--- config.mk ---
export PLATFORM = sky130hd
export DESIGN_NAME = tx_desc_decode
export DESIGN_NICKNAME = d
export VERILOG_FILES = /design/src/inc/txdesc_pkg.sv /design/src/verilog/tx_fifo.sv /design/src/verilog/desc_word_reg.sv /design/src/verilog/tx_desc_decode.sv
export VERILOG_INCLUDE_DIRS = /design/src /design/src/inc
export SDC_FILE = /design/constraint.sdc
export NUM_CORES = 2
export LEC_CHECK = 0
export BUFFER_PORTS_ARGS = -buffer_cell sky130_fd_sc_hd__buf_2
export CORE_MARGIN = 2
export CORE_UTILIZATION = 54
export DETAILED_ROUTE_END_ITERATION = 10
export PLACE_DENSITY = 0.72
export SYNTH_ARGS = -nofsm -noshare
export SYNTH_HDL_FRONTEND = slang
export SYNTH_SLANG_ARGS = --single-unit
export TNS_END_PERCENT = 50
--- constraint.sdc ---
create_clock -name SYS_CLK -period 16 [get_ports SYS_CLK]
set_input_delay 1.6 -clock SYS_CLK [delete_from_list [all_inputs] [get_ports SYS_CLK]]
set_output_delay 1.6 -clock SYS_CLK [all_outputs]
set_load 0.02 [all_outputs]
--- src/inc/txdesc_defines.svh ---
// constants for the transmit descriptor decoder
// assumes inclusion by bare name from the design files
`ifndef TXDESC_DEFINES_SVH
`define TXDESC_DEFINES_SVH
`define LAST_SEG_BIT      30
`define FIRST_SEG_BIT     29
`define CRC_DIS_BIT       26
`define END_RING_BIT      25
`define CHAINED_BIT       24
`define PAD_DIS_BIT       23
`define RSVD_BIT          22
`define BUF2_SIZE_HI      21
`define BUF2_SIZE_LO      11
`define BUF1_SIZE_HI      10
`define BUF1_SIZE_LO      0
`define DESC_WORDS        3'h4
`define WORD_STRIDE       32'h0000_0004
`define MIN_FRAME_BYTES   11'h040
`define FIFO_DEPTH        8
`define FIFO_AW           3
`endif

--- src/inc/txdesc_pkg.sv ---
// types shared by the transmit descriptor decoder files
// assumes the defines header is compiled alongside
package txdesc_pkg;
   // decoded descriptor handed to the transfer side
   typedef struct packed {
      logic        first_seg;
      logic        last_seg;
      logic        crc_append;
      logic        pad_enable;
      logic        end_of_ring;
      logic        chained;
      logic [10:0] buf1_size;
      logic [10:0] buf2_size;
      logic [31:0] buf1_ptr;
      logic [31:0] buf2_ptr;
      logic [31:0] next_desc;
   } decoded_t;

   typedef enum logic [2:0] {
      ST_IDLE  = 3'b000,
      ST_REQ   = 3'b001,
      ST_WAIT  = 3'b010,
      ST_EMIT  = 3'b011
   } state_t;
endpackage

--- src/verilog/tx_fifo.sv ---
// small fifo holding decoded descriptors
// assumes one clock and an asynchronous active-high reset
`timescale 1ns/1ps
`default_nettype none
module tx_fifo #(
   parameter int WIDTH = 8,
   parameter int DEPTH = 8,
   parameter int AW    = 3
) (
   input  wire logic             clk,      // clock
   input  wire logic             rst,      // async reset
   input  wire logic             in_valid, // write request
   output logic                  in_ready, // room free
   input  wire logic [WIDTH-1:0] in_data,  // write data
   output logic                  out_valid,// data present
   input  wire logic             out_ready,// reader takes
   output logic      [WIDTH-1:0] out_data  // read data
);
   typedef struct packed {
      logic [AW-1:0] wp;
      logic [AW-1:0] rp;
      logic [AW:0]   cnt;
   } fst_t;

   fst_t             s_r;
   fst_t             s_nxt;
   logic [WIDTH-1:0] mem [DEPTH];
   logic             wr;
   logic             rd;

   assign in_ready  = (s_r.cnt != (AW+1)'(DEPTH));
   assign out_valid = (s_r.cnt != '0);
   assign out_data  = mem[s_r.rp];
   assign wr        = in_valid && in_ready;
   assign rd        = out_valid && out_ready;

   always_comb begin
      s_nxt = s_r;
      if (wr) begin
         s_nxt.wp = s_r.wp + 1'b1;
      end
      if (rd) begin
         s_nxt.rp = s_r.rp + 1'b1;
      end
      if (wr && !rd) begin
         s_nxt.cnt = s_r.cnt + 1'b1;
      end else if (rd && !wr) begin
         s_nxt.cnt = s_r.cnt - 1'b1;
      end
   end

   always_ff @(posedge clk or posedge rst) begin
      if (rst) begin
         s_r <= '0;
      end else begin
         s_r <= s_nxt;
      end
   end

   always_ff @(posedge clk) begin
      if (wr) begin
         mem[s_r.wp] <= in_data;
      end
   end
endmodule
`default_nettype wire

--- src/verilog/desc_word_reg.sv ---
// holding register for the last three of the four fetched descriptor words
// assumes words arrive one per strobe, status word first
`timescale 1ns/1ps
`default_nettype none
module desc_word_reg (
   input  wire logic        clk,    // clock
   input  wire logic        rst,    // async reset
   input  wire logic        we,     // word strobe
   input  wire logic [1:0]  idx,    // word index
   input  wire logic [31:0] wdata,  // word value
   output logic      [31:0] ctrl,   // control word
   output logic      [31:0] ptr1,   // buffer one pointer
   output logic      [31:0] ptr2    // second address word
);
   typedef struct packed {
      logic [31:0] c;
      logic [31:0] p1;
      logic [31:0] p2;
   } wst_t;

   wst_t s_r;
   wst_t s_nxt;

   assign ctrl = s_r.c;
   assign ptr1 = s_r.p1;
   assign ptr2 = s_r.p2;

   always_comb begin
      s_nxt = s_r;
      if (we) begin
         if (idx == 2'h1) begin
            s_nxt.c = wdata;
         end else if (idx == 2'h2) begin
            s_nxt.p1 = wdata;
         end else if (idx == 2'h3) begin
            s_nxt.p2 = wdata;
         end
      end
   end

   always_ff @(posedge clk or posedge rst) begin
      if (rst) begin
         s_r <= '0;
      end else begin
         s_r <= s_nxt;
      end
   end
endmodule
`default_nettype wire

--- src/verilog/tx_desc_decode.sv ---
// transmit descriptor fetch and control word decode
// assumes a memory read port on the same clock with one outstanding read
`timescale 1ns/1ps
`default_nettype none
`include "txdesc_defines.svh"
module tx_desc_decode (
   input  wire logic        SYS_CLK,      // 200 MHz clock
   input  wire logic        SYS_RST,      // async reset, high
   input  wire logic        START,        // fetch a descriptor pulse
   input  wire logic        RESTART_BASE, // reload from list base pulse
   input  wire logic [31:0] LIST_BASE,    // transmit list base address
   output logic             MEM_REQ,      // memory read request
   output logic      [31:0] MEM_ADDR,     // memory read address
   input  wire logic        MEM_ACK,      // read data valid
   input  wire logic [31:0] MEM_RDATA,    // read data
   output logic             BUSY,         // fetch in progress
   output logic      [31:0] CUR_DESC,     // current descriptor address
   output logic             OUT_VALID,    // decoded entry ready
   input  wire logic        OUT_READY,    // consumer takes entry
   output logic             FIRST_SEG,    // first segment flag
   output logic             LAST_SEG,     // last segment flag
   output logic             CRC_APPEND,   // append crc
   output logic             PAD_ENABLE,   // pad short frames
   output logic             END_OF_RING,  // last descriptor of ring
   output logic             CHAINED,      // second address word is next descriptor
   output logic      [10:0] BUF1_SIZE,    // buffer one bytes
   output logic      [10:0] BUF2_SIZE,    // buffer two bytes
   output logic      [31:0] BUF1_PTR,     // buffer one address
   output logic      [31:0] BUF2_PTR,     // buffer two address
   output logic      [31:0] NEXT_DESC,    // next descriptor address
   output logic      [10:0] MIN_FRAME     // pad threshold bytes
);
   localparam int DW = $bits(txdesc_pkg::decoded_t);

   typedef struct packed {
      txdesc_pkg::state_t st;
      logic [1:0]         idx;
      logic [31:0]        desc;
      logic               req;
      logic [31:0]        addr;
   } st_t;

   st_t                  s_r;
   st_t                  s_nxt;
   logic [31:0]          w_ctrl;
   logic [31:0]          w_ptr1;
   logic [31:0]          w_ptr2;
   logic                 fifo_in_ready;
   logic                 fifo_out_valid;
   txdesc_pkg::decoded_t fifo_out;
   txdesc_pkg::decoded_t dec;
   txdesc_pkg::decoded_t out_r;
   logic                 out_valid_r;
   logic                 push;
   logic                 take;

   function automatic txdesc_pkg::decoded_t decode(input logic [31:0] c,
                                                   input logic [31:0] p1,
                                                   input logic [31:0] p2,
                                                   input logic [31:0] here);
      txdesc_pkg::decoded_t d;
      logic                 fs;
      logic                 ring;
      logic                 chn;
      fs   = c[`FIRST_SEG_BIT];
      ring = c[`END_RING_BIT];
      chn  = c[`CHAINED_BIT] && !ring;
      d.first_seg   = fs;
      d.last_seg    = c[`LAST_SEG_BIT];
      // pad forces crc; options count only on first segments
      d.pad_enable  = fs && !c[`PAD_DIS_BIT];
      d.crc_append  = !(fs && c[`CRC_DIS_BIT]) || d.pad_enable;
      d.end_of_ring = ring;
      d.chained     = chn;
      d.buf1_size   = c[`BUF1_SIZE_HI:`BUF1_SIZE_LO];
      d.buf2_size   = chn ? 11'h000 : c[`BUF2_SIZE_HI:`BUF2_SIZE_LO];
      d.buf1_ptr    = p1;
      d.buf2_ptr    = chn ? 32'h0000_0000 : p2;
      if (ring) begin
         d.next_desc = 32'h0000_0000;
      end else if (chn) begin
         d.next_desc = p2;
      end else begin
         d.next_desc = here + (`WORD_STRIDE << 2);
      end
      return d;
   endfunction

   // bit 22 and the status word are read but never acted on
   desc_word_reg u_words (
      .clk   (SYS_CLK),
      .rst   (SYS_RST),
      .we    (MEM_ACK && s_r.st == txdesc_pkg::ST_WAIT),
      .idx   (s_r.idx),
      .wdata (MEM_RDATA),
      .ctrl  (w_ctrl),
      .ptr1  (w_ptr1),
      .ptr2  (w_ptr2)
   );

   assign dec  = decode(w_ctrl, w_ptr1, w_ptr2, s_r.desc);
   assign push = (s_r.st == txdesc_pkg::ST_EMIT) && fifo_in_ready;
   assign take = fifo_out_valid && (!out_valid_r || OUT_READY);

   tx_fifo #(
      .WIDTH (DW),
      .DEPTH (`FIFO_DEPTH),
      .AW    (`FIFO_AW)
   ) u_fifo (
      .clk       (SYS_CLK),
      .rst       (SYS_RST),
      .in_valid  (push),
      .in_ready  (fifo_in_ready),
      .in_data   (dec),
      .out_valid (fifo_out_valid),
      .out_ready (take),
      .out_data  (fifo_out)
   );

   always_comb begin
      s_nxt     = s_r;
      s_nxt.req = 1'b0;
      case (s_r.st)
         txdesc_pkg::ST_IDLE: begin
            if (RESTART_BASE) begin
               s_nxt.desc = LIST_BASE;
            end else if (START) begin
               s_nxt.st   = txdesc_pkg::ST_REQ;
               s_nxt.idx  = 2'h0;
            end
         end
         txdesc_pkg::ST_REQ: begin
            s_nxt.req  = 1'b1;
            s_nxt.addr = s_r.desc + (32'(s_r.idx) << 2);
            s_nxt.st   = txdesc_pkg::ST_WAIT;
         end
         txdesc_pkg::ST_WAIT: begin
            if (MEM_ACK) begin
               if (s_r.idx == 2'h3) begin
                  s_nxt.st = txdesc_pkg::ST_EMIT;
               end else begin
                  s_nxt.idx = s_r.idx + 2'h1;
                  s_nxt.st  = txdesc_pkg::ST_REQ;
               end
            end
         end
         txdesc_pkg::ST_EMIT: begin
            if (fifo_in_ready) begin
               s_nxt.st = txdesc_pkg::ST_IDLE;
               if (dec.end_of_ring) begin
                  s_nxt.desc = LIST_BASE;
               end else begin
                  s_nxt.desc = dec.next_desc;
               end
            end
         end
         default: begin
            s_nxt.st = txdesc_pkg::ST_IDLE;
         end
      endcase
   end

   always_ff @(posedge SYS_CLK or posedge SYS_RST) begin
      if (SYS_RST) begin
         s_r         <= '0;
         out_r       <= '0;
         out_valid_r <= 1'b0;
      end else begin
         s_r <= s_nxt;
         if (take) begin
            out_r       <= fifo_out;
            out_valid_r <= 1'b1;
         end else if (OUT_READY) begin
            out_valid_r <= 1'b0;
         end
      end
   end

   always_ff @(posedge SYS_CLK or posedge SYS_RST) begin
      if (SYS_RST) begin
         BUSY     <= 1'b0;
         MEM_REQ  <= 1'b0;
         MEM_ADDR <= 32'h0000_0000;
         CUR_DESC <= 32'h0000_0000;
         MIN_FRAME <= `MIN_FRAME_BYTES;
      end else begin
         BUSY     <= (s_nxt.st != txdesc_pkg::ST_IDLE);
         MEM_REQ  <= s_nxt.req;
         MEM_ADDR <= s_nxt.addr;
         CUR_DESC <= s_nxt.desc;
         MIN_FRAME <= `MIN_FRAME_BYTES;
      end
   end

   assign OUT_VALID   = out_valid_r;
   assign FIRST_SEG   = out_r.first_seg;
   assign LAST_SEG    = out_r.last_seg;
   assign CRC_APPEND  = out_r.crc_append;
   assign PAD_ENABLE  = out_r.pad_enable;
   assign END_OF_RING = out_r.end_of_ring;
   assign CHAINED     = out_r.chained;
   assign BUF1_SIZE   = out_r.buf1_size;
   assign BUF2_SIZE   = out_r.buf2_size;
   assign BUF1_PTR    = out_r.buf1_ptr;
   assign BUF2_PTR    = out_r.buf2_ptr;
   assign NEXT_DESC   = out_r.next_desc;
endmodule
`default_nettype wire

==> impl_summary.md <==
Timing
The number of hold violations in the final report is 0. The final sum of negative setup slack is 0 ns. Derived from the worst setup path, the maximum achievable clock frequency is roughly 240 MHz. The final count of pins violating max slew came to 0. Setup repair after global routing left no endpoint under its margin.

The period utilization is between 20% and 30%. For the pin with the worst max-slew slack, the measured transition is around 1.4 ns. The worst setup slack after layout is between 10 and 15 ns.

The setup-violating endpoint count in the final report is 0. The remaining max-slew budget at the tightest pin is 7.398%. The clock arrives with approximately 0.032 ns of skew. Subtracting the final worst setup slack from the clock period gives approximately 4.2 ns.

Synth
The number of distinct library cell variants in the gate-level netlist after synthesis is slightly above 60. The register bit total from synthesis is 1290. The count of flip-flops with a built-in enable after synthesis is between 900 and 1000.

The count of warnings emitted by yosys is 0. The leading register cell type out of synthesis is edfxtp_1. For this run, asynchronously set or reset flops after synthesis account for a little under a quarter.

Counting every instance in the synthesized netlist gives ~2800. Sequential elements use between 70 and 80% of the synthesized area. Averaged over all synthesized cells, the footprint is between 15 and 20 sq um. The summed instance area of the synthesized netlist is between 50000 and 60000 sq um.

Placement
The HPWL after detailed placement is between 70000 and 80000 um. In this run, placement finished with an instance count of around 4100. During placement, the flow inserted port buffers numbering 260.

The routability congestion estimate from global placement is 0.8558. The worst setup slack before clock tree synthesis is between 10 and 15 ns.

Detailed routing
The first routing iteration left about 2800 violations. The number of optimization iterations in the first detailed-route pass is 5. Summing over every cut layer, the via total after detailed routing is roughly 27000. The routed via count divided by cell count is 6.105.

The mean routed wirelength per cell is 28.16 um. The routed design has approximately 120000 um of wire. The remaining antenna violation count after routing is 0.

The DRC violations left is 0.

Global route
Global routing used approximately a quarter of the available tracks across all layers. The initial antenna violation count is 11. The maximum number of pins on one net before global-route repair is roughly 150. The number of global-route vias before repair was ~27000. The total grt overflow is 0. The first-pass GRT wire length is roughly 180000 um.

Min path
The worst min-delay path class is flip-flop to flip-flop. The origin of the worst min-delay path is u_words.ctrl[15]$_DFFE_PP0P_. The number of cells on the worst hold path is 1.

The worst hold path terminates at u_words.ctrl[15]$_DFFE_PP0P_.

Clock network
TritonCTS built the clock tree. Buffers inserted during clock tree synthesis total between 100 and 150. The post-CTS repair timing setup buffer count is 0. The clock passes through at most 3 buffers. After clock tree synthesis, the flow added hold-fix buffers numbering 0. Clock-pin slew was measured on the worst setup and hold paths at about 0.07 ns. The number of cells upsized or downsized after cts is 0. The H-tree was split into 3 levels. The source-to-sink clock delay at the later pin of the worst-skew pair is between 0.7 and 0.8 ns. For this design, the sink count on the clock tree is about 1300. The root buffer selected by CTS is clkbuf_16.

Setup path
The source of the worst register-to-register timing path is u_fifo.s_r[4]$_DFFE_PP0P_. The kind of launch point of the worst setup path is a flip-flop. STA puts the critical path data required time at approximately 17 ns. The worst setup path is captured at a flip-flop. The maximum fanout along the worst path is 123. The worst reg-to-reg setup slack is roughly 12 ns. By startpoint and endpoint, the worst setup path is classified as flip-flop to flip-flop. The capturing point of the worst reg2reg path is NEXT_DESC[17]$_DFFE_PP0P_. The number of cells on the worst reg-to-reg path is 5.

The worst endpoint data arrival time is roughly 4.8 ns.

Final layout
The fraction of the core area covered by cells at the end of the flow is roughly 60%. The net count reported at finish is 3078. The post-route netlist has between 20 and 30% of its cells at a drive strength greater than 1. The filler cells instantiated in the layout total 6606. Once layout is complete, the cells apart from fillers number roughly 4400. The area growth from synthesis to layout is 11.79%.

The area taken by multi-input logic gates is between 10000 and 15000 sq um. The area taken by flip-flops and latches is around 37000 sq um.

Power
The maximum ir drop on the vdd rail is 0.1648 mV. Summed over all cells, the static leakage comes to approximately 20 nW. The total power divided by cell area is ~160 nW/um^2. The completed layout was analyzed and its total power is 9.202 mW.

Floorplanning
The width of the die is just over 300 um. For this configuration, the core starts out at a cell density of between 50% and 60%. The total I/O pin count is about 270. The area enclosed by the die boundary is around 97000 sq um. The number of rows in the core area is 112. From bottom edge to top edge, the die measures 311.0 um.

The core region is 93330 sq um.

Flow run
The tool flagged a number of max-cap violations equal to 0.

Run status
The run finished with clean final reports.
==> worst max-delay path by stage <==
stage / start / end / slack (ns) / cells past startpoint
after floorplan: s_r[67]$_DFF_PP0_ / u_fifo.mem[0][0]$_DFFE_PP_ / 2.34 / 4
after global placement: OUT_READY / u_fifo.s_r[3]$_DFFE_PP0P_ / 11.63 / 13
after detailed placement: OUT_READY / u_fifo.s_r[3]$_DFFE_PP0P_ / 11.66 / 13
after CTS: u_fifo.s_r[4]$_DFFE_PP0P_ / NEXT_DESC[17]$_DFFE_PP0P_ / 11.68 / 5
after global routing: u_fifo.s_r[4]$_DFFE_PP0P_ / NEXT_DESC[17]$_DFFE_PP0P_ / 11.40 / 5
final: u_fifo.s_r[4]$_DFFE_PP0P_ / NEXT_DESC[17]$_DFFE_PP0P_ / 11.78 / 5
==> where the power goes <==
part | switching (mW) | internal, mW
clock | 1.22 | 1.61
combinational | 1.22 | 0.939
sequential | 0.346 | 3.87
total | 2.79 | 6.41
==> layer usage <==
layer	wire, um	track usage (%)	up-vias
li1	-	-	11180
met1	47160	34.90	13910
met2	59140	40.22	1307
met3	12460	6.198	202
met4	3903	9.234	8
met5	43	0	-
==> Yosys cell counts, types with 18 or more instances <==
cell type | count | share of area (%)
buf_2 | 31 | 0.30
mux2i_1 | 140 | 2.8
and2_1 | 42 | 0.52
edfxtp_1 | 992 | 59
mux2_2 | 97 | 2.1
nor2_1 | 223 | 1.6
xnor2_1 | 31 | 0.53
xor2_1 | 19 | 0.33
clkbuf_1 | 99 | 0.73
nand3_1 | 18 | 0.18
dfrtp_1 | 298 | 15
mux4_2 | 248 | 11
a21oi_1 | 184 | 1.8
buf_1 | 18 | 0.13
nor3_1 | 27 | 0.27
buf_4 | 76 | 1.1
nand2_1 | 58 | 0.43
==> state kept, by name, summed over array words and instances (netlist names), 5 cells and up <==
register      cells
BUF1_PTR         32
BUF1_SIZE        11
BUF2_PTR         32
BUF2_SIZE        11
CUR_DESC         32
MEM_ADDR         32
NEXT_DESC        32
s_r               5
u_fifo.mem      992
u_fifo.s_r       10
u_words.ctrl     28
u_words.ptr1     32
u_words.ptr2     32
==> cells in the final DEF (no fill, tap or decap), drive strengths merged, types with 58 or more instances in the layout <==
cell,count
mux2i,140
clkbuf,175
nor2,223
mux2,97
edfxtp,992
buf,312
nand2,58
a21oi,184
dfrtp,298
mux4,248
==> kinds of logic after synthesis <==
group / Yosys count / share of synthesized area (%)
xor gates and xnor gates: 50 / 0.8602
AOI/OAI and AO/OA: 249 / 2.758
buffers and inverters: 258 / 2.836
other: 2 / 0.01475
DFF: 1290 / 73.16
adders and majority gates: 13 / 0.3490
muxes: 485 / 15.87
and+or+nand+nor: 447 / 4.153
==> through the flow <==
| stage | instance area [sq um] | hold WS, ns |
|---|---|---|
| after floorplan | 50950 | 0.4559 |
| after global placement | 52960 | 0.4787 |
| after detailed placement | 52960 | 0.4874 |
| after CTS | 56900 | 0.5016 |
| after global routing | 56910 | 0.5203 |
| final | 56910 | 0.4999 |
==> layout make-up <==
| class | instances | area share [%] |
|---|---|---|
| sequential | 1290 | 65.47 |
| multi-input combinational | 1256 | 21.69 |
| clock buffer | 175 | 5.958 |
| timing repair buffer | 312 | 3.038 |
| tap | 1254 | 2.757 |
| clock inverter | 53 | 0.9674 |
| inverter | 15 | 0.1121 |
| antenna | 3 | 0.01319 |
==> critical path, stage by stage (launching register included) <==
cell and delay [ns]:
dfrtp_4 1.00, buf_4 0.85, buf_12 0.77, mux4_2 0.63, mux2i_1 0.32, a21oi_1 0.13
(Power assumes the default switching activity.)
